==> src/logic/pstab_pkg.sv <==
// package for the program space table access datapath
// assumes a 24-bit program word array and a 16-bit data bus on one clock
package pstab_pkg;
  localparam int unsigned PSTAB_PWORD_W     = 24;
  localparam int unsigned PSTAB_DATA_W      = 16;
  localparam int unsigned PSTAB_PAGE_W      = 8;
  localparam int unsigned PSTAB_OFFS_W      = 16;
  localparam int unsigned PSTAB_CFG_BIT     = 7;   // page bit that picks config space
  localparam int unsigned PSTAB_BSEL_BIT    = 0;   // address bit that picks the byte
  localparam int unsigned PSTAB_WORD_LSB    = 1;   // word index starts above byte select
  localparam logic [7:0]  PSTAB_PAGE_RST    = 8'h00;
  localparam logic [7:0]  PSTAB_ZERO_BYTE   = 8'h00;

  // table operation codes
  typedef enum logic [1:0] {
    PSTAB_OP_READ_LOW   = 2'h0,
    PSTAB_OP_READ_HIGH  = 2'h1,
    PSTAB_OP_WRITE_LOW  = 2'h2,
    PSTAB_OP_WRITE_HIGH = 2'h3
  } pstab_op_e;

  // request from the execute stage
  typedef struct packed {
    pstab_op_e   op;
    logic        byte_mode;
    logic [15:0] offset;
    logic [15:0] wdata;
  } pstab_req_s;

  // access toward the flash array
  typedef struct packed {
    logic        cfg_space;
    logic [22:0] word_addr;
    logic [23:0] wdata;
    logic [2:0]  byte_en;
  } pstab_mem_s;

  // answer back to the execute stage
  typedef struct packed {
    logic [15:0] rdata;
  } pstab_rsp_s;

  // state of the access sequencer
  typedef enum logic [2:0] {
    PSTAB_ST_IDLE = 3'b001,
    PSTAB_ST_WAIT = 3'b010,
    PSTAB_ST_DONE = 3'b100
  } pstab_state_e;
endpackage

==> src/logic/pstab_table_access.sv <==
// table access datapath between the execute stage and the program flash array
// assumes the array answers a read with o_mem_req held until i_mem_ack for one cycle
//
// Function
// - a word read of the low space returns program bits 15..0 unchanged.
// - a byte read of the low space puts the upper byte when byte select is 1, else the lower.
// - a word read of the high space returns bits 23..16 low with the upper data byte zero.
// - a byte read of the high space returns bits 23..16 on select 0 and zeros on select 1.
// - addresses step by two per program word so both spaces share one address range.
// - the upper address bits of every table access come from the table page register.
// - page bit 7 clear selects user space and set selects configuration space.
// - only high operations reach the upper program byte; low ones reach the lower word.
// - every read and write exists in byte and in word form.
module pstab_table_access
  import pstab_pkg::*;
(
  input  wire logic               i_clk,
  input  wire logic               i_reset,
  input  wire logic               i_page_we,
  input  wire logic [7:0]         i_page_wdata,
  output logic      [7:0]         o_table_page_register,
  input  wire logic               i_req_valid,
  input  wire pstab_req_s         i_req,
  output logic                    o_req_ready,
  output logic                    o_rsp_valid,
  output pstab_rsp_s              o_rsp,
  output logic                    o_mem_req,
  output logic                    o_mem_we,
  output pstab_mem_s              o_mem,
  input  wire logic               i_mem_ack,
  input  wire logic [23:0]        i_mem_rdata
);

  pstab_state_e state_ff, nxt_state;
  logic [7:0]   page_ff;
  pstab_req_s   req_ff;
  pstab_mem_s   mem_ff, nxt_mem;
  logic [15:0]  rdata_ff, nxt_rdata;
  logic         rsp_ff;

  // shape a 24-bit program word into a 16-bit data answer
  function automatic logic [15:0] read_shape(input pstab_op_e op, input logic bmode,
                                              input logic bsel, input logic [23:0] pw);
    logic [15:0] r;
    r = 16'h0000;
    if (op == PSTAB_OP_READ_HIGH) begin
      if (!bmode) r = {PSTAB_ZERO_BYTE, pw[23:16]};
      else if (!bsel) r = {PSTAB_ZERO_BYTE, pw[23:16]};
      else r = 16'h0000;                                         // phantom byte
    end else begin
      if (!bmode) r = pw[15:0];
      else if (bsel) r = {PSTAB_ZERO_BYTE, pw[15:8]};
      else r = {PSTAB_ZERO_BYTE, pw[7:0]};
    end
    return r;
  endfunction

  // address, space and lane decode of the incoming request
  wire logic        acc_take  = i_req_valid && (state_ff == PSTAB_ST_IDLE);
  wire logic        req_bsel  = i_req.offset[PSTAB_BSEL_BIT];
  wire logic        req_high  = (i_req.op == PSTAB_OP_READ_HIGH) ||
                                (i_req.op == PSTAB_OP_WRITE_HIGH);
  wire logic        req_write = (i_req.op == PSTAB_OP_WRITE_LOW) ||
                                (i_req.op == PSTAB_OP_WRITE_HIGH);
  // word index: page above, offset without byte select below; two per word
  wire logic [22:0] req_waddr = {page_ff, i_req.offset[15:PSTAB_WORD_LSB]};
  wire logic        req_cfg   = page_ff[PSTAB_CFG_BIT];
  // lane enables: high ops touch only byte 2, low ops bytes 1..0
  wire logic [2:0]  req_ben   = req_high ? (i_req.byte_mode && req_bsel ? 3'h0 : 3'h4)
                                : (!i_req.byte_mode ? 3'h3 : (req_bsel ? 3'h2 : 3'h1));
  wire logic [23:0] req_wdat  = req_high ? {i_req.wdata[7:0], 16'h0000}
                                : (i_req.byte_mode && req_bsel
                                   ? {8'h00, i_req.wdata[7:0], 8'h00}
                                   : {8'h00, i_req.wdata});

  assign o_req_ready = (state_ff == PSTAB_ST_IDLE);
  assign o_table_page_register = page_ff;
  assign o_mem_req = (state_ff == PSTAB_ST_WAIT);
  assign o_mem_we  = (state_ff == PSTAB_ST_WAIT) &&
                     ((req_ff.op == PSTAB_OP_WRITE_LOW) || (req_ff.op == PSTAB_OP_WRITE_HIGH));
  assign o_mem     = mem_ff;
  assign o_rsp_valid = rsp_ff;
  assign o_rsp.rdata = rdata_ff;

  // sequencer: idle, wait for the array, one answer cycle
  always_comb begin
    nxt_state = state_ff;
    nxt_mem   = mem_ff;
    nxt_rdata = rdata_ff;
    case (state_ff)
      PSTAB_ST_IDLE: begin
        if (acc_take) begin
          nxt_state = PSTAB_ST_WAIT;
          nxt_mem   = '{cfg_space: req_cfg, word_addr: req_waddr,
                        wdata: req_wdat, byte_en: req_write ? req_ben : 3'h0};
        end
      end
      PSTAB_ST_WAIT: begin
        if (i_mem_ack) begin
          nxt_state = PSTAB_ST_DONE;
          nxt_rdata = read_shape(req_ff.op, req_ff.byte_mode,
                                 req_ff.offset[PSTAB_BSEL_BIT], i_mem_rdata);
        end
      end
      PSTAB_ST_DONE: nxt_state = PSTAB_ST_IDLE;
      default:       nxt_state = PSTAB_ST_IDLE;
    endcase
  end

  // page register; a page write while an access is queued waits no cycle
  always_ff @(posedge i_clk) begin
    if (i_reset) page_ff <= PSTAB_PAGE_RST;
    else if (i_page_we) page_ff <= i_page_wdata;
  end

  always_ff @(posedge i_clk) begin
    if (i_reset) begin
      state_ff <= PSTAB_ST_IDLE;
      mem_ff   <= '0;
      rdata_ff <= 16'h0000;
      req_ff   <= '0;
      rsp_ff   <= 1'b0;
    end else begin
      state_ff <= nxt_state;
      mem_ff   <= nxt_mem;
      rdata_ff <= nxt_rdata;
      rsp_ff   <= (state_ff == PSTAB_ST_WAIT) && i_mem_ack;
      if (acc_take) req_ff <= i_req;
    end
  end

  // checks on the datapath
  property p_low_word;
    @(posedge i_clk) disable iff (i_reset)
      (o_mem_req && i_mem_ack && req_ff.op == PSTAB_OP_READ_LOW && !req_ff.byte_mode)
      |=> (o_rsp.rdata == $past(i_mem_rdata[15:0]));
  endproperty
  a_low_word: assert property (p_low_word) else $error("low word read wrong");

  property p_low_byte;
    @(posedge i_clk) disable iff (i_reset)
      (o_mem_req && i_mem_ack && req_ff.op == PSTAB_OP_READ_LOW && req_ff.byte_mode)
      |=> (o_rsp.rdata[7:0] == ($past(req_ff.offset[0]) ? $past(i_mem_rdata[15:8])
                                                        : $past(i_mem_rdata[7:0])))
          && (o_rsp.rdata[15:8] == 8'h00);
  endproperty
  a_low_byte: assert property (p_low_byte) else $error("low byte read wrong");

  property p_high_word;
    @(posedge i_clk) disable iff (i_reset)
      (o_mem_req && i_mem_ack && req_ff.op == PSTAB_OP_READ_HIGH && !req_ff.byte_mode)
      |=> (o_rsp.rdata == {8'h00, $past(i_mem_rdata[23:16])});
  endproperty
  a_high_word: assert property (p_high_word) else $error("high word read wrong");

  property p_high_byte;
    @(posedge i_clk) disable iff (i_reset)
      (o_mem_req && i_mem_ack && req_ff.op == PSTAB_OP_READ_HIGH && req_ff.byte_mode)
      |=> (o_rsp.rdata == ($past(req_ff.offset[0]) ? 16'h0000
                                                   : {8'h00, $past(i_mem_rdata[23:16])}));
  endproperty
  a_high_byte: assert property (p_high_byte) else $error("high byte read wrong");

  property p_addr;
    @(posedge i_clk) disable iff (i_reset)
      acc_take |=> (o_mem.word_addr == {$past(page_ff), $past(i_req.offset[15:1])});
  endproperty
  a_addr: assert property (p_addr) else $error("word address wrong");

  property p_page;
    @(posedge i_clk) disable iff (i_reset)
      acc_take |=> (o_mem.word_addr[22:15] == $past(o_table_page_register));
  endproperty
  a_page: assert property (p_page) else $error("page not used");

  property p_space;
    @(posedge i_clk) disable iff (i_reset)
      acc_take |=> o_mem_req && (o_mem.cfg_space == $past(page_ff[7]));
  endproperty
  a_space: assert property (p_space) else $error("space select wrong");

  property p_lanes;
    @(posedge i_clk) disable iff (i_reset)
      o_mem_we |-> ((req_ff.op == PSTAB_OP_WRITE_HIGH) ? (o_mem.byte_en[1:0] == 2'h0)
                                                       : (o_mem.byte_en[2] == 1'b0));
  endproperty
  a_lanes: assert property (p_lanes) else $error("write lane crosses space");

  property p_wbyte;
    @(posedge i_clk) disable iff (i_reset)
      (o_mem_we && req_ff.op == PSTAB_OP_WRITE_LOW && req_ff.byte_mode)
      |-> (o_mem.byte_en == (req_ff.offset[0] ? 3'h2 : 3'h1));
  endproperty
  a_wbyte: assert property (p_wbyte) else $error("byte write lane wrong");

  // a read must never open a lane, or a stray word would be programmed
  property p_read_lanes;
    @(posedge i_clk) disable iff (i_reset)
      (o_mem_req && !o_mem_we) |-> (o_mem.byte_en == 3'h0);
  endproperty
  a_read_lanes: assert property (p_read_lanes) else $error("read drives lanes");

  property p_low_wdata;
    @(posedge i_clk) disable iff (i_reset)
      (o_mem_we && req_ff.op == PSTAB_OP_WRITE_LOW && !req_ff.byte_mode)
      |-> (o_mem.wdata[15:0] == req_ff.wdata) && (o_mem.byte_en == 3'h3);
  endproperty
  a_low_wdata: assert property (p_low_wdata) else $error("low write data wrong");

  // the high byte travels in data bits 7..0 and lands in program bits 23..16
  property p_high_wdata;
    @(posedge i_clk) disable iff (i_reset)
      (o_mem_we && req_ff.op == PSTAB_OP_WRITE_HIGH && o_mem.byte_en[2])
      |-> (o_mem.wdata[23:16] == req_ff.wdata[7:0]);
  endproperty
  a_high_wdata: assert property (p_high_wdata) else $error("high write data wrong");

  c_read_high: cover property (@(posedge i_clk) disable iff (i_reset)
    acc_take && i_req.op == PSTAB_OP_READ_HIGH ##[1:20] o_rsp_valid);
  c_read_low_byte: cover property (@(posedge i_clk) disable iff (i_reset)
    acc_take && i_req.op == PSTAB_OP_READ_LOW && i_req.byte_mode ##[1:20] o_rsp_valid);
  c_write_cfg: cover property (@(posedge i_clk) disable iff (i_reset)
    o_mem_we && o_mem.cfg_space);
  c_write_high_byte: cover property (@(posedge i_clk) disable iff (i_reset)
    o_mem_we && o_mem.byte_en == 3'h4 && req_ff.byte_mode);
  c_read_cfg: cover property (@(posedge i_clk) disable iff (i_reset)
    o_mem_req && !o_mem_we && o_mem.cfg_space);
endmodule

==> config.mk <==
export PLATFORM = sky130hd
export DESIGN_NAME = pstab_table_access
export DESIGN_NICKNAME = d
export VERILOG_FILES = /design/src/logic/pstab_pkg.sv /design/src/logic/pstab_table_access.sv
export SDC_FILE = /design/constraint.sdc
export NUM_CORES = 1
export LEC_CHECK = 0
export ABC_AREA = 1
export BUFFER_PORTS_ARGS = -buffer_cell sky130_fd_sc_hd__buf_2
export CORE_MARGIN = 4
export CORE_UTILIZATION = 50
export DETAILED_ROUTE_END_ITERATION = 6
export PLACE_DENSITY_LB_ADDON = 0.3
export REMOVE_ABC_BUFFERS = 1
export SLEW_MARGIN = 10
export SYNTH_ARGS = -nofsm -noshare
export SYNTH_HDL_FRONTEND = slang
export SYNTH_SLANG_ARGS = --single-unit
export TNS_END_PERCENT = 30
==> constraint.sdc <==
create_clock -name i_clk -period 2.67 [get_ports i_clk]
set_input_delay 0.267 -clock i_clk [delete_from_list [all_inputs] [get_ports i_clk]]
set_output_delay 0.267 -clock i_clk [all_outputs]
set_load 0.05 [all_outputs]
After elaboration in Yosys (flattened, before gate mapping) --
Cells that the tools add are included.
Operators by class: equal/unequal tests 10, multiplexer cells 15, reductions and logical operators 10
Operators with widths (count):
- two-way mux 16 bit | 3
- two-way mux 24 bit | 1
- two-way mux 8 bit | 3
- two-way mux 3 bit | 5
- == test 2 bit (second input constant) | 4
- case mux 3 bit (2 select lines) | 1
- AND reduction 2 bit | 3
- == test 2 x 1 -> 1 bit (second input constant) | 2
- logical AND 1 bit | 4
- two-way mux 2 bit | 2
- inequality test 2 x 1 -> 1 bit (second input constant) | 2
- == test 3 x 1 -> 1 bit (second input constant) | 1
- == test 3 x 2 -> 1 bit (second input constant) | 1
- logical OR 1 bit | 3
Word-level totals: bits in registers 83, output and inout port bits 79

Longest topological paths before layout --
depth after elaboration 4, gate-level depth with buffers 7, mapped depth without buffers 7

Worst setup path after synthesis --
Ideal clock, no wire load.
path type reg-to-output, start register state_ff[0], end output o_mem_we, arrival 1.125 ns, required time 2.403 ns, path slack 1.278 ns, cell stages (with the launch flop) 4, buffers on the path 0, path through dfxtp_1 > inv_1 > nand3_2 > nor2_1
On the way: word-level cells in the longest chain between the ends 2
RTL lines:
- start: declaration | RTL line pstab_table_access.sv:34 | pstab_state_e state_ff, nxt_state;
- start signal: assignment | RTL line pstab_table_access.sv:124 | state_ff <= nxt_state;
- == test 3 x 2 -> 1 bit | RTL line pstab_table_access.sv:79 | assign o_mem_we = (state_ff == PSTAB_ST_WAIT) &&
- logical AND 1 bit | RTL line pstab_table_access.sv:79
- end: declaration | RTL line pstab_table_access.sv:28 | output logic o_mem_we,
No other way between the ends.

Worst setup path in the final report --
start register state_ff[1], end output o_req_ready
On the way: word-level cells in the longest chain between the ends 1
RTL lines:
- == test 3 x 1 -> 1 bit | RTL line pstab_table_access.sv:76 | assign o_req_ready = (state_ff == PSTAB_ST_IDLE);
- end: declaration | RTL line pstab_table_access.sv:24 | output logic o_req_ready,
No other way between the ends.

==> flow_summary.json <==
{
  "status": "finished, final reports clean",
  "cts_buffers": 9,
  "fillers": 592,
  "crit_fanout": 4,
  "required_ps": 2400,
  "start_kind": "flop",
  "wl_per_cell_um": 13.34,
  "synthTopCellsByArea": "dfxtp_1 50%, nor2_1 12%, o21ai_0 7.7%",
  "setup_viol": 0,
  "grt_max_degree": 56,
  "synthAdderAreaFrac": 0,
  "tightest_slew_ps": 840.2,
  "p_leak_nw": 2.129,
  "hold_buffers": 0,
  "synth.ff_latch_count": 82,
  "hpwl_um": 6282,
  "setup_tns_ps": 0,
  "async_flop_share": 0,
  "die-area_um2": 7979,
  "io_pins": 151,
  "place_congestion": 0.8613,
  "synth.most_common_cell": "nor2_1",
  "post_cts_resized": 0,
  "cts_max_level": 3,
  "reg2reg_to": "o_rsp[1]$_SDFFE_PP0P_",
  "gr-total-overflow": 0,
  "ant_nets": 0,
  "fp-row-count": 29,
  "die-width_um": 89.33,
  "num_vias": 3379,
  "synth_edf_count": 0,
  "ys.flop_type": "dfxtp_1",
  "seq_area_um2": 1642,
  "ir_worst_vdd_v": 0.0005251,
  "cap_viol_max_count": 0,
  "slew_headroom": 0.4393,
  "drive_gt1_frac": 0.3163,
  "cts_setup_buffers": 0,
  "post-place-ws_ps": 1072,
  "drt-total-wl_um": 8871,
  "p_per_area_nw_per_um2": 726.2,
  "slew_viol_final": 0,
  "design.core.area_um2": 6386,
  "multi_input_area_um2": 1425,
  "root_buffer": "clkbuf_8",
  "syn_area_per_cell_um2": 7.482,
  "antenna_found_initial": 0,
  "synth.mux.area_fraction": 0,
  "clock_path_buffers": 2,
  "fmax_mhz": 679.6,
  "synth_top_family_by_area": "simple AND/OR/NAND/NOR gates",
  "clkLatencyLatePin_ps": 340,
  "yosysWarnings": 0,
  "drtPass1Iterations": 4,
  "hold_path.class": "input port to flop",
  "final_cell_area_um2": 4268,
  "period_minus_slack_ps": 1471,
  "cts.sinks": 82,
  "cts.clk_slew.worst_paths_ps": 80,
  "track_usage": 0.2186,
  "layout_setup_ws_ps": 1199,
  "grt_pass1_vias": 3079,
  "rsz0062_at_grt": "no",
  "area.growth.synth_to_final_pct": 29.06,
  "finalClockSkew_ps": 8.647,
  "synth_area_leader_cell": "dfxtp_1",
  "dp_cells": 649,
  "synthCells": 442,
  "drc": 0,
  "stdcell_count": 665,
  "grt_pass1_wl_um": 13680,
  "die_y_um": 89.33,
  "r2r-start": "req_ff[32]$_SDFFE_PP0P_",
  "r2r_setup_slack_ps": 1200,
  "yosysUniqueCellTypes": 24,
  "end_kind": "output pin",
  "synth-compound-area-share": 0.1385,
  "diodes": 0,
  "start_util": 0.5178,
  "ys_seq_area_frac": 0.4964,
  "fin_crit_sh": 0.5511,
  "nNetsFinal": 655,
  "cts_tree": "done",
  "r2r_cells": 6,
  "synth_top_area_frac": 0.4964,
  "cp.arrival_ps": 1200,
  "crit_start": "state_ff[1]$_SDFFE_PP0P_",
  "crit_type": "flop to output pin",
  "via_per_inst": 5.081,
  "placed_cell_area_um2": 4015,
  "p_total_mw": 3.099,
  "drt_iter0_markers": 174,
  "synth_xor_area_frac": 0,
  "syn_area_um2": 3307,
  "synth_simple_gate_area_frac": 0.2925,
  "hold_viol_final": 0,
  "crit_end": "o_req_ready",
  "netlist_top_cells_count": "102 x nor2_1, 82 x dfxtp_1, 65 x nand2_1",
  "numPortBuffers": 150
}
## worst max-delay path, stage by stage (launching register included)
cell and delay, ps:
dfxtp_1 330, inv_2 60, nand3_2 100, inv_2 110
buf_2 270
## sequential cells by signal, summed over array words and instances, names as in the netlist
name                   flops
o_rsp_valid                1
o_mem                     50
o_table_page_register      8
o_rsp                     16
req_ff                     4
state_ff                   3
## metal layers
metal	vias to the layer above	wire, um	track usage	part of all wire
met5	-	0	0	0
met4	0	138	0.08525	0.016
met3	12	730	0.06728	0.082
met2	118	4319	0.3664	0.49
met1	1524	3683	0.2618	0.42
li1	1725	-	-	-
## power by group
part           switching [mW]  internal, mW  total (mW)
sequential             0.0428          1.30        1.34
clock                   0.417         0.673        1.09
combinational           0.500         0.166       0.666
total                   0.959          2.14        3.10
## metrics by stage
step	util	hold slack (ps)
final	0.6683	148.5
after global routing	0.6683	132.8
after CTS	0.6683	131.7
after detailed placement	0.6287	452.6
after global placement	0.6287	449.4
after floorplan	-	329.4
## cell usage in the layout (no fill, tap or decap), types with 3 or more instances in the layout
master     netlist  layout
nor2_1         102     102
buf_2            5     150
inv_2            5       5
bufinv_16        0       3
nand2_1         65      65
dfxtp_1         82      82
clkbuf_8         0      11
inv_1           13      13
buf_4            3       4
a21oi_1         28      28
o21ai_1          9       9
nand3_1         49      49
o21ai_0         51      51
## area by class of cell
class                           count  area share
Sequential cell                    82      0.3846
Multi-Input combinational cell    317      0.3339
Timing Repair Buffer              154      0.1829
Clock buffer                       12     0.03635
Clock inverter                      4     0.02287
Tap cell                           77     0.02257
Inverter                           19     0.01671
## logic make-up (layout without fill, tap and decap cells)
| group | count (synthesis) | count (layout) |
|---|---|---|
| flip-flops | 82 | 82 |
| AO/OA/AOI/OAI | 90 | 90 |
| buffers and inverters | 43 | 189 |
| AND/OR/NAND/NOR | 227 | 227 |
## how the worst min path moves through the flow
stage	startpoint	to	slack, ps	cells past startpoint
floorplan	i_reset	o_mem[8]$_SDFFE_PP0P_	330	1
global placement	req_ff[34]$_SDFFE_PP0P_	req_ff[34]$_SDFFE_PP0P_	450	2
detailed placement	o_mem[12]$_SDFFE_PP0P_	o_mem[12]$_SDFFE_PP0P_	450	2
CTS	i_page_wdata[3]	o_table_page_register[3]$_SDFFE_PP0P_	130	3
global route	i_page_wdata[3]	o_table_page_register[3]$_SDFFE_PP0P_	130	3
finish	i_page_wdata[3]	o_table_page_register[3]$_SDFFE_PP0P_	150	3
Power figures use the tool's default switching activity.
